==> src/hw/ptt_pkg.sv <==
// package of the period timer: register indices and byte addresses, field layout, reset values, counts
// assumes a 32-bit axi4-lite register bus and one 250 MHz system clock
package ptt_pkg;

  // printed offsets are not word aligned, so each is an index and the byte address is four times it
  localparam logic [15:0] PTT_IDX_CTRL = 16'hc000;
  localparam logic [15:0] PTT_IDX_START = 16'hc002;
  localparam logic [15:0] PTT_IDX_END = 16'hc004;
  localparam logic [15:0] PTT_IDX_CURR = 16'hc006;
  localparam logic [15:0] PTT_IDX_IRQ_STAT = 16'hc008;
  localparam logic [15:0] PTT_IDX_IRQ_MASK = 16'hc00a;

  localparam logic [31:0] PTT_ADDR_CTRL = {14'h0000, PTT_IDX_CTRL, 2'h0};
  localparam logic [31:0] PTT_ADDR_START = {14'h0000, PTT_IDX_START, 2'h0};
  localparam logic [31:0] PTT_ADDR_END = {14'h0000, PTT_IDX_END, 2'h0};
  localparam logic [31:0] PTT_ADDR_CURR = {14'h0000, PTT_IDX_CURR, 2'h0};
  localparam logic [31:0] PTT_ADDR_IRQ_STAT = {14'h0000, PTT_IDX_IRQ_STAT, 2'h0};
  localparam logic [31:0] PTT_ADDR_IRQ_MASK = {14'h0000, PTT_IDX_IRQ_MASK, 2'h0};

  // control register field positions
  localparam int PTT_BIT_RUN = 0;
  localparam int PTT_BIT_DIR = 1;
  localparam int PTT_BIT_RELOAD = 2;
  localparam int PTT_BIT_CONT = 3;
  localparam int PTT_BIT_TRIG_EN = 4;
  localparam int PTT_BIT_CLK_MODE = 5;
  localparam int PTT_POS_PRESCALE = 6;
  localparam int PTT_CTRL_USED = 10;

  // interrupt status bit positions
  localparam int PTT_IRQ_PERIOD_END = 0;
  localparam int PTT_IRQ_START_LOAD = 1;
  localparam int PTT_IRQ_W = 2;

  localparam logic [15:0] PTT_RST_REG = 16'h0000;
  localparam logic [PTT_IRQ_W-1:0] PTT_RST_IRQ = 2'h0;

  // prescaler: field n divides by 2**(n+2), n+2 up to 17 bits
  localparam int PTT_PRE_W = 17;
  localparam logic [4:0] PTT_PRE_BASE_SHIFT = 5'h02;
  // trigger pulse length in internal clock cycles
  localparam logic [1:0] PTT_TRIG_CYCLES = 2'h2;

  localparam logic [1:0] PTT_RESP_OKAY = 2'h0;
  localparam logic [1:0] PTT_RESP_SLVERR = 2'h2;

  typedef struct packed {
    logic [3:0] prescale_select;
    logic clock_mode_sel;
    logic trigger_out_enable;
    logic continue_mode;
    logic reload_enable;
    logic count_direction;
    logic run_enable;
  } ptt_ctrl_s;

endpackage

==> src/hw/ptt_timer.sv <==
// period timer with trigger output: 16-bit up/down counter between start and end values,
// exponential prescaler, two-cycle converter trigger pulse, sticky interrupt status with mask.
// assumes an axi4-lite master on the same clock that keeps the bus rules and one access of each kind at a time.
// assumes software changes only run enable while the timer runs, and keeps clock mode at 0.
//
// Chosen here: the AXI4-Lite register port.
`timescale 1ns/1ns
`default_nettype none

module ptt_timer (
  input wire logic i_sys_clk,
  input wire logic i_rst_n,
  input wire logic [31:0] i_awaddr,
  input wire logic i_awvalid,
  output logic o_awready,
  input wire logic [31:0] i_wdata,
  input wire logic [3:0] i_wstrb,
  input wire logic i_wvalid,
  output logic o_wready,
  output logic [1:0] o_bresp,
  output logic o_bvalid,
  input wire logic i_bready,
  input wire logic [31:0] i_araddr,
  input wire logic i_arvalid,
  output logic o_arready,
  output logic [31:0] o_rdata,
  output logic [1:0] o_rresp,
  output logic o_rvalid,
  input wire logic i_rready,
  output logic o_converter_inject_trigger,
  output logic o_irq
);

  // register state
  ptt_pkg::ptt_ctrl_s ctrl_r;
  logic [15:0] start_value_r;
  logic [15:0] end_value_r;
  logic [15:0] current_count_r;
  logic [ptt_pkg::PTT_IRQ_W-1:0] irq_stat_r;
  logic [ptt_pkg::PTT_IRQ_W-1:0] irq_mask_r;

  // axi write channel
  logic aw_full_r;
  logic w_full_r;
  logic [31:0] aw_addr_r;
  logic [31:0] w_data_r;
  logic [3:0] w_strb_r;
  logic bvalid_r;
  logic [1:0] bresp_r;

  wire aw_take = i_awvalid & o_awready;
  wire w_take = i_wvalid & o_wready;
  wire do_write = aw_full_r & w_full_r & ~bvalid_r;

  assign o_awready = ~aw_full_r & ~bvalid_r;
  assign o_wready = ~w_full_r & ~bvalid_r;
  assign o_bvalid = bvalid_r;
  assign o_bresp = bresp_r;

  wire wr_ctrl = do_write & (aw_addr_r == ptt_pkg::PTT_ADDR_CTRL);
  wire wr_start = do_write & (aw_addr_r == ptt_pkg::PTT_ADDR_START);
  wire wr_end = do_write & (aw_addr_r == ptt_pkg::PTT_ADDR_END);
  wire wr_curr = do_write & (aw_addr_r == ptt_pkg::PTT_ADDR_CURR);
  wire wr_stat = do_write & (aw_addr_r == ptt_pkg::PTT_ADDR_IRQ_STAT);
  wire wr_mask = do_write & (aw_addr_r == ptt_pkg::PTT_ADDR_IRQ_MASK);
  wire wr_hit = wr_ctrl | wr_start | wr_end | wr_curr | wr_stat | wr_mask;

  // byte-lane merge of a 16-bit register with the captured write data
  function automatic logic [15:0] lane_merge(input logic [15:0] old, input logic [31:0] data, input logic [3:0] strb);
    lane_merge = {strb[1] ? data[15:8] : old[15:8], strb[0] ? data[7:0] : old[7:0]};
  endfunction

  wire [15:0] ctrl_q = {6'h00, ctrl_r};
  wire [15:0] ctrl_wval = lane_merge(ctrl_q, w_data_r, w_strb_r);
  wire [15:0] start_wval = lane_merge(start_value_r, w_data_r, w_strb_r);
  wire [15:0] end_wval = lane_merge(end_value_r, w_data_r, w_strb_r);
  wire [ptt_pkg::PTT_IRQ_W-1:0] stat_clr = w_strb_r[0] ? w_data_r[ptt_pkg::PTT_IRQ_W-1:0] : '0;

  always_ff @(posedge i_sys_clk or negedge i_rst_n) begin
    if (!i_rst_n) begin
      aw_full_r <= 1'b0;
      aw_addr_r <= 32'h0000_0000;
    end else if (aw_take) begin
      aw_full_r <= 1'b1;
      aw_addr_r <= i_awaddr;
    end else if (do_write) begin
      aw_full_r <= 1'b0;
    end
  end

  always_ff @(posedge i_sys_clk or negedge i_rst_n) begin
    if (!i_rst_n) begin
      w_full_r <= 1'b0;
      w_data_r <= 32'h0000_0000;
      w_strb_r <= 4'h0;
    end else if (w_take) begin
      w_full_r <= 1'b1;
      w_data_r <= i_wdata;
      w_strb_r <= i_wstrb;
    end else if (do_write) begin
      w_full_r <= 1'b0;
    end
  end

  always_ff @(posedge i_sys_clk or negedge i_rst_n) begin
    if (!i_rst_n) begin
      bvalid_r <= 1'b0;
      bresp_r <= ptt_pkg::PTT_RESP_OKAY;
    end else if (do_write) begin
      bvalid_r <= 1'b1;
      bresp_r <= wr_hit ? ptt_pkg::PTT_RESP_OKAY : ptt_pkg::PTT_RESP_SLVERR;
    end else if (i_bready) begin
      bvalid_r <= 1'b0;
    end
  end

  // configuration registers
  // bits 15:10 of control are not implemented and read as zero
  always_ff @(posedge i_sys_clk or negedge i_rst_n) begin
    if (!i_rst_n) begin
      ctrl_r <= ptt_pkg::ptt_ctrl_s'(ptt_pkg::PTT_RST_REG[ptt_pkg::PTT_CTRL_USED-1:0]);
    end else if (wr_ctrl) begin
      ctrl_r <= ptt_pkg::ptt_ctrl_s'(ctrl_wval[ptt_pkg::PTT_CTRL_USED-1:0]);
    end
  end

  always_ff @(posedge i_sys_clk or negedge i_rst_n) begin
    if (!i_rst_n) begin
      start_value_r <= ptt_pkg::PTT_RST_REG;
    end else if (wr_start) begin
      start_value_r <= start_wval;
    end
  end

  always_ff @(posedge i_sys_clk or negedge i_rst_n) begin
    if (!i_rst_n) begin
      end_value_r <= ptt_pkg::PTT_RST_REG;
    end else if (wr_end) begin
      end_value_r <= end_wval;
    end
  end

  // the interrupt output uses the next mask, so a mask write acts at the same edge as the mask
  wire [ptt_pkg::PTT_IRQ_W-1:0] irq_mask_nxt = (wr_mask && w_strb_r[0]) ? w_data_r[ptt_pkg::PTT_IRQ_W-1:0] : irq_mask_r;
  always_ff @(posedge i_sys_clk or negedge i_rst_n) begin
    if (!i_rst_n) begin
      irq_mask_r <= ptt_pkg::PTT_RST_IRQ;
    end else begin
      irq_mask_r <= irq_mask_nxt;
    end
  end

  // prescaler
  logic [ptt_pkg::PTT_PRE_W-1:0] pre_cnt_r;
  wire [4:0] pre_shift = ptt_pkg::PTT_PRE_BASE_SHIFT + {1'b0, ctrl_r.prescale_select};
  wire [ptt_pkg::PTT_PRE_W:0] pre_one_hot = {{ptt_pkg::PTT_PRE_W{1'b0}}, 1'b1} << pre_shift;
  wire [ptt_pkg::PTT_PRE_W-1:0] pre_mask = pre_one_hot[ptt_pkg::PTT_PRE_W-1:0] - 1'b1;
  // the divider restarts with the timer so the first counting edge lands a full period after start
  // clock mode 1 has no second clock source here, so the count simply freezes
  wire count_clk_on = ctrl_r.run_enable & ~ctrl_r.clock_mode_sel;
  wire count_tick = count_clk_on & ((pre_cnt_r & pre_mask) == pre_mask);

  always_ff @(posedge i_sys_clk or negedge i_rst_n) begin
    if (!i_rst_n) begin
      pre_cnt_r <= '0;
    end else if (!count_clk_on) begin
      pre_cnt_r <= '0;
    end else begin
      pre_cnt_r <= pre_cnt_r + 1'b1;
    end
  end

  // counter core
  logic run_prev_r;
  logic load_pending_r;
  logic [15:0] current_count_nxt;
  wire run_rise = ctrl_r.run_enable & ~run_prev_r;
  wire at_end = (current_count_r == end_value_r);
  wire [15:0] count_inc = current_count_r + 16'h0001;
  wire [15:0] count_dec = current_count_r - 16'h0001;
  wire [15:0] count_step = ctrl_r.count_direction ? count_inc : count_dec;
  wire first_load = count_tick & load_pending_r;

  always_comb begin
    current_count_nxt = current_count_r;
    if (!ctrl_r.run_enable) begin
      current_count_nxt = current_count_r;
    end else if (first_load) begin
      current_count_nxt = start_value_r;
    end else if (count_tick) begin
      if (!at_end) begin
        current_count_nxt = count_step;
      end else if (!ctrl_r.continue_mode) begin
        current_count_nxt = current_count_r;
      end else if (ctrl_r.reload_enable) begin
        current_count_nxt = start_value_r;
      end else begin
        current_count_nxt = count_step;
      end
    end
  end

  // the current count has no write path: software writes to it are accepted and dropped
  always_ff @(posedge i_sys_clk or negedge i_rst_n) begin
    if (!i_rst_n) begin
      current_count_r <= ptt_pkg::PTT_RST_REG;
    end else begin
      current_count_r <= current_count_nxt;
    end
  end

  always_ff @(posedge i_sys_clk or negedge i_rst_n) begin
    if (!i_rst_n) begin
      run_prev_r <= 1'b0;
      load_pending_r <= 1'b0;
    end else begin
      run_prev_r <= ctrl_r.run_enable;
      if (run_rise) begin
        load_pending_r <= 1'b1;
      end else if (first_load || !ctrl_r.run_enable) begin
        load_pending_r <= 1'b0;
      end
    end
  end

  // trigger output
  // equality only counts while the timer runs and after the start load, so a stopped
  // timer resting at its end value does not fire; the start edge itself is masked as well,
  // because the count there still holds what the previous run left behind
  logic eq_prev_r;
  logic [1:0] trig_cnt_r;
  logic trig_r;
  wire eq_flag = at_end & ctrl_r.run_enable & ~load_pending_r & ~run_rise;
  wire eq_rise = eq_flag & ~eq_prev_r;
  wire trig_fire = eq_rise & ctrl_r.trigger_out_enable;
  logic [1:0] trig_cnt_nxt;

  always_comb begin
    trig_cnt_nxt = 2'h0;
    if (!ctrl_r.trigger_out_enable) begin
      trig_cnt_nxt = 2'h0;
    end else if (trig_fire) begin
      trig_cnt_nxt = ptt_pkg::PTT_TRIG_CYCLES;
    end else if (trig_cnt_r != 2'h0) begin
      trig_cnt_nxt = trig_cnt_r - 2'h1;
    end
  end

  always_ff @(posedge i_sys_clk or negedge i_rst_n) begin
    if (!i_rst_n) begin
      eq_prev_r <= 1'b0;
      trig_cnt_r <= 2'h0;
      trig_r <= 1'b0;
    end else begin
      eq_prev_r <= eq_flag;
      trig_cnt_r <= trig_cnt_nxt;
      trig_r <= (trig_cnt_nxt != 2'h0);
    end
  end

  assign o_converter_inject_trigger = trig_r;

  // interrupts
  // a new event beats a clearing write in the same cycle
  wire [ptt_pkg::PTT_IRQ_W-1:0] irq_set = {first_load, eq_rise};
  wire [ptt_pkg::PTT_IRQ_W-1:0] irq_clr = wr_stat ? stat_clr : '0;
  wire [ptt_pkg::PTT_IRQ_W-1:0] irq_stat_nxt = (irq_stat_r & ~irq_clr) | irq_set;
  logic irq_r;

  always_ff @(posedge i_sys_clk or negedge i_rst_n) begin
    if (!i_rst_n) begin
      irq_stat_r <= ptt_pkg::PTT_RST_IRQ;
      irq_r <= 1'b0;
    end else begin
      irq_stat_r <= irq_stat_nxt;
      irq_r <= |(irq_stat_nxt & irq_mask_nxt);
    end
  end

  assign o_irq = irq_r;

  // axi read channel
  logic rvalid_r;
  logic [31:0] rdata_r;
  logic [1:0] rresp_r;
  wire ar_take = i_arvalid & o_arready;

  // decoded from the live address, which the master holds until arready takes it
  wire rd_ctrl = (i_araddr == ptt_pkg::PTT_ADDR_CTRL);
  wire rd_start = (i_araddr == ptt_pkg::PTT_ADDR_START);
  wire rd_end = (i_araddr == ptt_pkg::PTT_ADDR_END);
  wire rd_curr = (i_araddr == ptt_pkg::PTT_ADDR_CURR);
  wire rd_stat = (i_araddr == ptt_pkg::PTT_ADDR_IRQ_STAT);
  wire rd_mask = (i_araddr == ptt_pkg::PTT_ADDR_IRQ_MASK);
  wire rd_hit = rd_ctrl | rd_start | rd_end | rd_curr | rd_stat | rd_mask;
  wire [15:0] rd_val = ({16{rd_ctrl}} & ctrl_q)
                     | ({16{rd_start}} & start_value_r)
                     | ({16{rd_end}} & end_value_r)
                     | ({16{rd_curr}} & current_count_r)
                     | ({16{rd_stat}} & {14'h0000, irq_stat_r})
                     | ({16{rd_mask}} & {14'h0000, irq_mask_r});

  assign o_arready = ~rvalid_r;
  assign o_rvalid = rvalid_r;
  assign o_rdata = rdata_r;
  assign o_rresp = rresp_r;

  always_ff @(posedge i_sys_clk or negedge i_rst_n) begin
    if (!i_rst_n) begin
      rvalid_r <= 1'b0;
      rdata_r <= 32'h0000_0000;
      rresp_r <= ptt_pkg::PTT_RESP_OKAY;
    end else if (ar_take) begin
      rvalid_r <= 1'b1;
      rdata_r <= {16'h0000, rd_val};
      rresp_r <= rd_hit ? ptt_pkg::PTT_RESP_OKAY : ptt_pkg::PTT_RESP_SLVERR;
    end else if (i_rready) begin
      rvalid_r <= 1'b0;
    end
  end

endmodule

`default_nettype wire

==> config.mk <==
export PLATFORM = sky130hd
export DESIGN_NAME = ptt_timer
export DESIGN_NICKNAME = d
export VERILOG_FILES = /design/src/hw/ptt_pkg.sv /design/src/hw/ptt_timer.sv
export SDC_FILE = /design/constraint.sdc
export NUM_CORES = 1
export LEC_CHECK = 0
export BUFFER_PORTS_ARGS = -buffer_cell sky130_fd_sc_hd__buf_4
export CAP_MARGIN = 20
export CORE_MARGIN = 10
export CORE_UTILIZATION = 45
export CTS_CLUSTER_SIZE = 20
export DETAILED_ROUTE_END_ITERATION = 12
export PLACE_DENSITY = 0.67
export SLEW_MARGIN = 20
export SYNTH_ARGS = -nofsm -noshare
export SYNTH_HDL_FRONTEND = slang
export SYNTH_SLANG_ARGS = --single-unit
==> constraint.sdc <==
create_clock -name i_sys_clk -period 4.1 [get_ports i_sys_clk]
set_input_delay 0.82 -clock i_sys_clk [delete_from_list [all_inputs] [get_ports i_sys_clk]]
set_output_delay 0.82 -clock i_sys_clk [all_outputs]
set_load 0.03 [all_outputs]
After elaboration in Yosys (flattened, before gate mapping). Cells that the tools add are included. Widths: inputs -> output; s select.

Output and inout bits: 43. Register bits: 160.

Bitwise operators: 57. Shifts and indexed selects: 1. Reduce and logical (&&, ||, !) cells: 19. Equality and inequality tests: 15. $add $sub $neg: 6. Muxes and demuxes: 24.

Operator list (count): $eq 32x18->1 const B (12); $mux 16 (6); $or 16x16->16 (5); $and 16x16->16 (3); $and 16x2->16 (2); $and 1x1->1 (22); $add 17x1->17 const B (1); $and 17x17->17 (1); $eq 17x17->1 (1); $mux 17 (1); $shl 1x5->17 const A (1); $sub 17x1->17 const B (1); $add 16x1->16 const B (1); $and 16x10->16 (1); $eq 16x16->1 (1); $mux 2 (8); $reduce_bool 2->1 (8); $sub 16x1->16 const B (1); $reduce_and 2->1 (6); $or 1x1->1 (10); $mux 1 (9); $not 1->1 (9); $add 2x4->5 const A (1); $and 2x2->2 (2); other kinds (9) (9).

Logic depth before layout (Yosys ltp).
Depth after elaboration: 10. Gate-level depth with buffers: 17. Mapped depth without buffers: 13.

Least setup slack after synthesis. Ideal clock, no wire load.

Kind: reg-to-reg. Start point: register ctrl_r (netlist bit ctrl_q[8]). End point: register current_count_r[2]. Period minus slack after synthesis: 3634 ps. Path slack: 466 ps. Data required time: 3975 ps. Cell stages (with the launch flop): 17. Path buffers: 3. Arrival time: 3509 ps. Cells stage by stage: dfrtp_1 > ha_1 > buf_2 > and3b_1 > o21a_1 > nand3_1 > ha_1 > clkbuf_1 > inv_1 > a2111o_1 > a22o_1 > a211o_1 > nand4_4 > o21a_1 > buf_6 > mux2_4 > mux2_2.

Longest elaborated chain between the ends: 9. Elaborated cells between the ends (all ways): 11. Those cells by class: add/sub (2); eq/ne (2); shift (1); mux (1); bitwise (3); reduce/logical (2).

RTL lines: start: declaration (line ptt_timer.sv:35) `ptt_pkg::ptt_ctrl_s ctrl_r;`; start signal: assignment (line ptt_timer.sv:121) `ctrl_r <= ptt_pkg::ptt_ctrl_s'(ptt_pkg::PTT_RST_REG[ptt_pkg::PTT_CTRL_USED-1:0]);`; start signal: assignment (line ptt_timer.sv:123) `ctrl_r <= ptt_pkg::ptt_ctrl_s'(ctrl_wval[ptt_pkg::PTT_CTRL_USED-1:0]);`; $add 2x4->5 (*) (line ptt_timer.sv:155) `wire [4:0] pre_shift = ptt_pkg::PTT_PRE_BASE_SHIFT + {1'b0, ctrl_r.prescale_select};`; $shl 1x5->17 (*) (line ptt_timer.sv:156) `wire [ptt_pkg::PTT_PRE_W:0] pre_one_hot = {{ptt_pkg::PTT_PRE_W{1'b0}}, 1'b1} << pre_shift;`; $sub 17x1->17 (*) (line ptt_timer.sv:157) `wire [ptt_pkg::PTT_PRE_W-1:0] pre_mask = pre_one_hot[ptt_pkg::PTT_PRE_W-1:0] - 1'b1;`; $and 17x17->17 (line ptt_timer.sv:161) `wire count_tick = count_clk_on & ((pre_cnt_r & pre_mask) == pre_mask);`; $eq 17x17->1 (*) (line ptt_timer.sv:161); $and 1x1->1 (*) (line ptt_timer.sv:161); $and 1x1->1 (line ptt_timer.sv:182) `wire first_load = count_tick & load_pending_r;`; $ne 3x2->1 (no source line) or $reduce_bool 2->1 (tied branches); $reduce_and 3->1 (no source line); end signal: assignment (line ptt_timer.sv:206) `current_count_r <= ptt_pkg::PTT_RST_REG;`; end signal: assignment (line ptt_timer.sv:208) `current_count_r <= current_count_nxt;`; end: declaration (line ptt_timer.sv:38) `logic [15:0] current_count_r;`.

Mark *: on every way between the ends. The rest lies on a longest branch, timed or not. A chain may end at the register's enable or synchronous reset.

Worst setup path in the final report.
Start point: register ctrl_r (netlist bit ctrl_q[7]). End point: register current_count_r[12].

Same word-level chain as after synthesis.

==> impl_summary.log <==
[metrics] CP Max Fanout: 8
[metrics] drt total wl: 20500 µm
[metrics] number of detailed-routing iterations run before antenna repair: 6
[metrics] leakage power total: roughly 4.6 nW
[metrics] CTS hold repair buffers: 0
[metrics] internal cell power: approximately 3.0 mW
[metrics] residual antenna-violating net count after detailed routing: 0
[metrics] Synth async-reset ratio: between 90% and 100%
[metrics] final period demand of the worst path: ~3.6 ns
[metrics] average routed wire per standard cell: between 15 and 20 µm
[metrics] register bit count reported by yosys: around 160
[metrics] portion of the post-synthesis area used by sequential elements: 47.6%
[metrics] Net Sw Power: around 1.2 mW
[metrics] Worst VDD drop: roughly 420 µV
[metrics] most area-hungry cell type in the Yosys netlist: dfrtp_1
[metrics] CTS root buffer: clkbuf_16
[metrics] maximum number of pins on one net before global-route repair: around 100
[metrics] Starting Density: 45.9%
[metrics] GRT Residual Overflow: 0
[metrics] clock latency on the worst-skew pair: 0.42 ns
[metrics] Yosys top cell area share: a little under half
[metrics] Data arrival, critical path: 3.99 ns
[metrics] Antenna Diode Count: 0
[metrics] H-Tree Depth: 4
[metrics] number of flops mapped to enable cells by yosys: 0
[metrics] top-level I/O count: 150
[metrics] area of the core region: 18100 µm²
[metrics] initial antenna violation count: 0
[metrics] full die area: 24300 µm²
[metrics] Layout Cell Area excl Fill: between 9000 and 10000 µm²
[metrics] clock network fraction of total power: 35.8%
[metrics] final-report max-slew violation count: 0
[metrics] utilization after layout: between 50% and 60%
[metrics] worst hold-check path type: input port to async pin
[metrics] Cell variety after synth: 76
[metrics] Top FF cell, synth: dfrtp_1
[metrics] sequential power share: between 40 and 50%
[metrics] result of the run: finished, final reports clean
[metrics] number of endpoints failing setup at the final stage: 0
[metrics] final-stage net count: around 1000
[metrics] unrepaired setup endpoints after global routing: no
[metrics] most used standard cell by instance count after synthesis: dfrtp_1
[metrics] standard-cell rows: 49
[metrics] via count: 6179
[metrics] share of the clock period used by the worst path after layout: 88.6%
[metrics] DRC marker count from the first detailed-route iteration: between 500 and 600
[metrics] layout cells sized above 1: between 30% and 40%
[metrics] Power Density: around 420 nW/µm²
[metrics] post-synthesis average cell area: 11.0 µm²
[metrics] clock tree skew after final layout: about 0.0091 ns
[metrics] die extent in y: 156 µm
[metrics] GRT Overall Usage: between 10% and 20%
[metrics] clock tree from TritonCTS: built
[metrics] slew at the pin with the worst max-slew slack: between 1 and 1.5 ns
[metrics] Routability Congestion: just under 0.9
[metrics] gate count after technology mapping: roughly 760
[metrics] top post-synthesis cells by count: dfrtp_1, mux2_2, nand2_1
[metrics] critical path launch point type: register
[metrics] clock slew at reported path FFs: approximately 0.07 ns
[metrics] max-cap violation count: 0
[metrics] endpoint kind of the worst setup timing path: register
[metrics] global-route wire length before repair: about 33000 µm
[metrics] port buffer count: roughly 110
[metrics] synthesized cell area: ~8300 µm²
[metrics] portion of total power attributed to combinational logic: between 10% and 20%
[metrics] Area after DPL: ~9400 µm²
[metrics] slew margin rel.: 27.8%
[metrics] Post-DP HPWL: approximately 15000 µm
[metrics] Final Hold Fails: 0
[metrics] Highest Clock Rate: approximately 280 MHz
[metrics] Synth area leaders: dfrtp_1, mux2_2, xnor2_1, ha_1, nand2_1
[metrics] yosys synthesis warning count: 0
[metrics] number of instances resized during post-cts repair: 0
[metrics] layout overhead on the synthesized area: 19.4%
[metrics] number of CTS-inserted buffers: 17
[metrics] number of clock sinks: about 160
[metrics] chip width: 156 µm
[metrics] Switching Fraction: 28.1%
[metrics] number of global-route vias before repair: between 6000 and 7000
[metrics] setup bufs post-CTS: 0
[metrics] Total Neg Setup Slack: 0 ns
[metrics] drt drc: 0
[metrics] maximum clock path buffer count: 2
[metrics] data required time at the worst endpoint: 4.45 ns
[metrics] drt via density: roughly 5.5
[metrics] final-layout fill cell count: roughly 1500
[metrics] Crit Path Class: register to register
-- metal layers --
| layer | vias to the layer above | global-route usage (%) | routed length, µm | part of all wire (%) |
|---|---|---|---|---|
| met1 | 2967 | 21.9 | 9120 | 44 |
| met4 | 0 | 4.77 | 193 | 0.94 |
| met5 | - | 0 | 0 | 0 |
| met3 | 13 | 7.58 | 2300 | 11 |
| li1 | 2972 | - | - | - |
| met2 | 227 | 25.4 | 8890 | 43 |
-- logic make-up (layout without fill, tap and decap cells) --
| logic type | after synthesis | in the layout | synth area share, % |
|---|---|---|---|
| AO/OA/AOI/OAI | 148 | 148 | 12.5 |
| XOR/XNOR | 41 | 41 | 4.32 |
| adder cells (fa/ha/maj) | 18 | 18 | 2.80 |
| buffers and inverters | 68 | 182 | 4.32 |
| flip-flops | 158 | 158 | 47.6 |
| multiplexers | 109 | 109 | 14.7 |
| other | 1 | 18 | 0.0451 |
| AND/OR/NAND/NOR | 212 | 212 | 13.8 |
-- path summary, 6_finish.rpt --
kind | start | end | slack, ns | depth (start not counted)
setup / recovery | ctrl_q[7]$_DFFE_PN0P_ | current_count_r[12]$_DFFE_PN0P_ | 0.47 | 14
max in group asynchronous | i_rst_n | aw_addr_r[3]$_DFFE_PN0P_ | 2.81 | 2
setup reg to reg | ctrl_q[7]$_DFFE_PN0P_ | current_count_r[12]$_DFFE_PN0P_ | 0.47 | 14
hold / removal | i_rst_n | w_data_r[4]$_DFFE_PN0P_ | 0.38 | 1
min in group i_sys_clk | run_prev_r$_DFF_PN0_ | load_pending_r$_DFFE_PN0P_ | 0.44 | 1
hold reg to reg | run_prev_r$_DFF_PN0_ | load_pending_r$_DFFE_PN0P_ | 0.44 | 1
-- flip-flops by register name, indices dropped and copies added, names as in the netlist, 2 cells and up --
| register | count |
|---|---|
| irq_stat_r | 2 |
| aw_addr_r | 32 |
| start_value_r | 16 |
| current_count_r | 16 |
| ctrl_q | 10 |
| irq_mask_r | 2 |
| w_data_r | 16 |
| end_value_r | 16 |
| w_strb_r | 2 |
| trig_cnt_r | 2 |
| pre_cnt_r | 17 |
| o_rdata | 16 |
-- area by class of cell --
class	count	area [µm²]	share of cell area (%)
clock buffer	18	439	4.43
inverter	22	82.6	0.832
clock inverter	14	121	1.22
sequential	158	3950	39.9
multi-input combinational	546	4060	40.9
timing repair buffer	128	977	9.85
tap	229	287	2.89
-- through the flow --
step	instances	hold WS (ns)	total power [mW]	worst slack [ns]
floorplan	772	0.411	2.49	0.466
global placement	1083	0.429	2.71	0.569
detailed placement	1083	0.434	2.74	0.509
CTS	1115	0.398	4.25	0.500
global route	1115	0.421	4.41	0.241
finish	1115	0.383	4.20	0.469
-- power by group through the flow --
| stage | logic, mW | clock network, mW | registers [mW] |
|---|---|---|---|
| floorplan | 0.485 | 0 | 2.00 |
| global placement | 0.652 | 0 | 2.06 |
| detailed placement | 0.668 | 0 | 2.07 |
| CTS | 0.671 | 1.54 | 2.04 |
| global route | 0.723 | 1.60 | 2.09 |
| finish | 0.660 | 1.50 | 2.04 |
-- cell usage in the layout (no fill, tap or decap), types with 12 or more instances in the layout --
cell type  synthesis  final
a21oi_1           32     32
and3_1            13     13
buf_4             21    126
clkbuf_16          0     17
conb_1             1     18
dfrtp_1          158    158
ha_1              17     17
inv_1             22     22
mux2_2            96     96
nand2_1           53     53
nand3_1           17     17
nor2_1            43     43
nor2b_1           12     12
nor3_1            12     12
nor4_1            15     15
o21ai_0           24     24
xnor2_1           33     33
-- worst max-delay path, cell delays in order, from the launching register on --
cell and delay, ns:
dfrtp_1 0.38, ha_1 0.22, and3b_1 0.20, o21a_1 0.21, nand3_1 0.09, ha_1 0.35, inv_1 0.16, a2111o_1 0.37
a22o_1 0.19, a211o_1 0.33, nand4_4 0.14, o21a_1 0.25, buf_4 0.21, mux2_1 0.33, a21oi_1 0.14
Note: power is estimated with default switching activity, not from simulation.
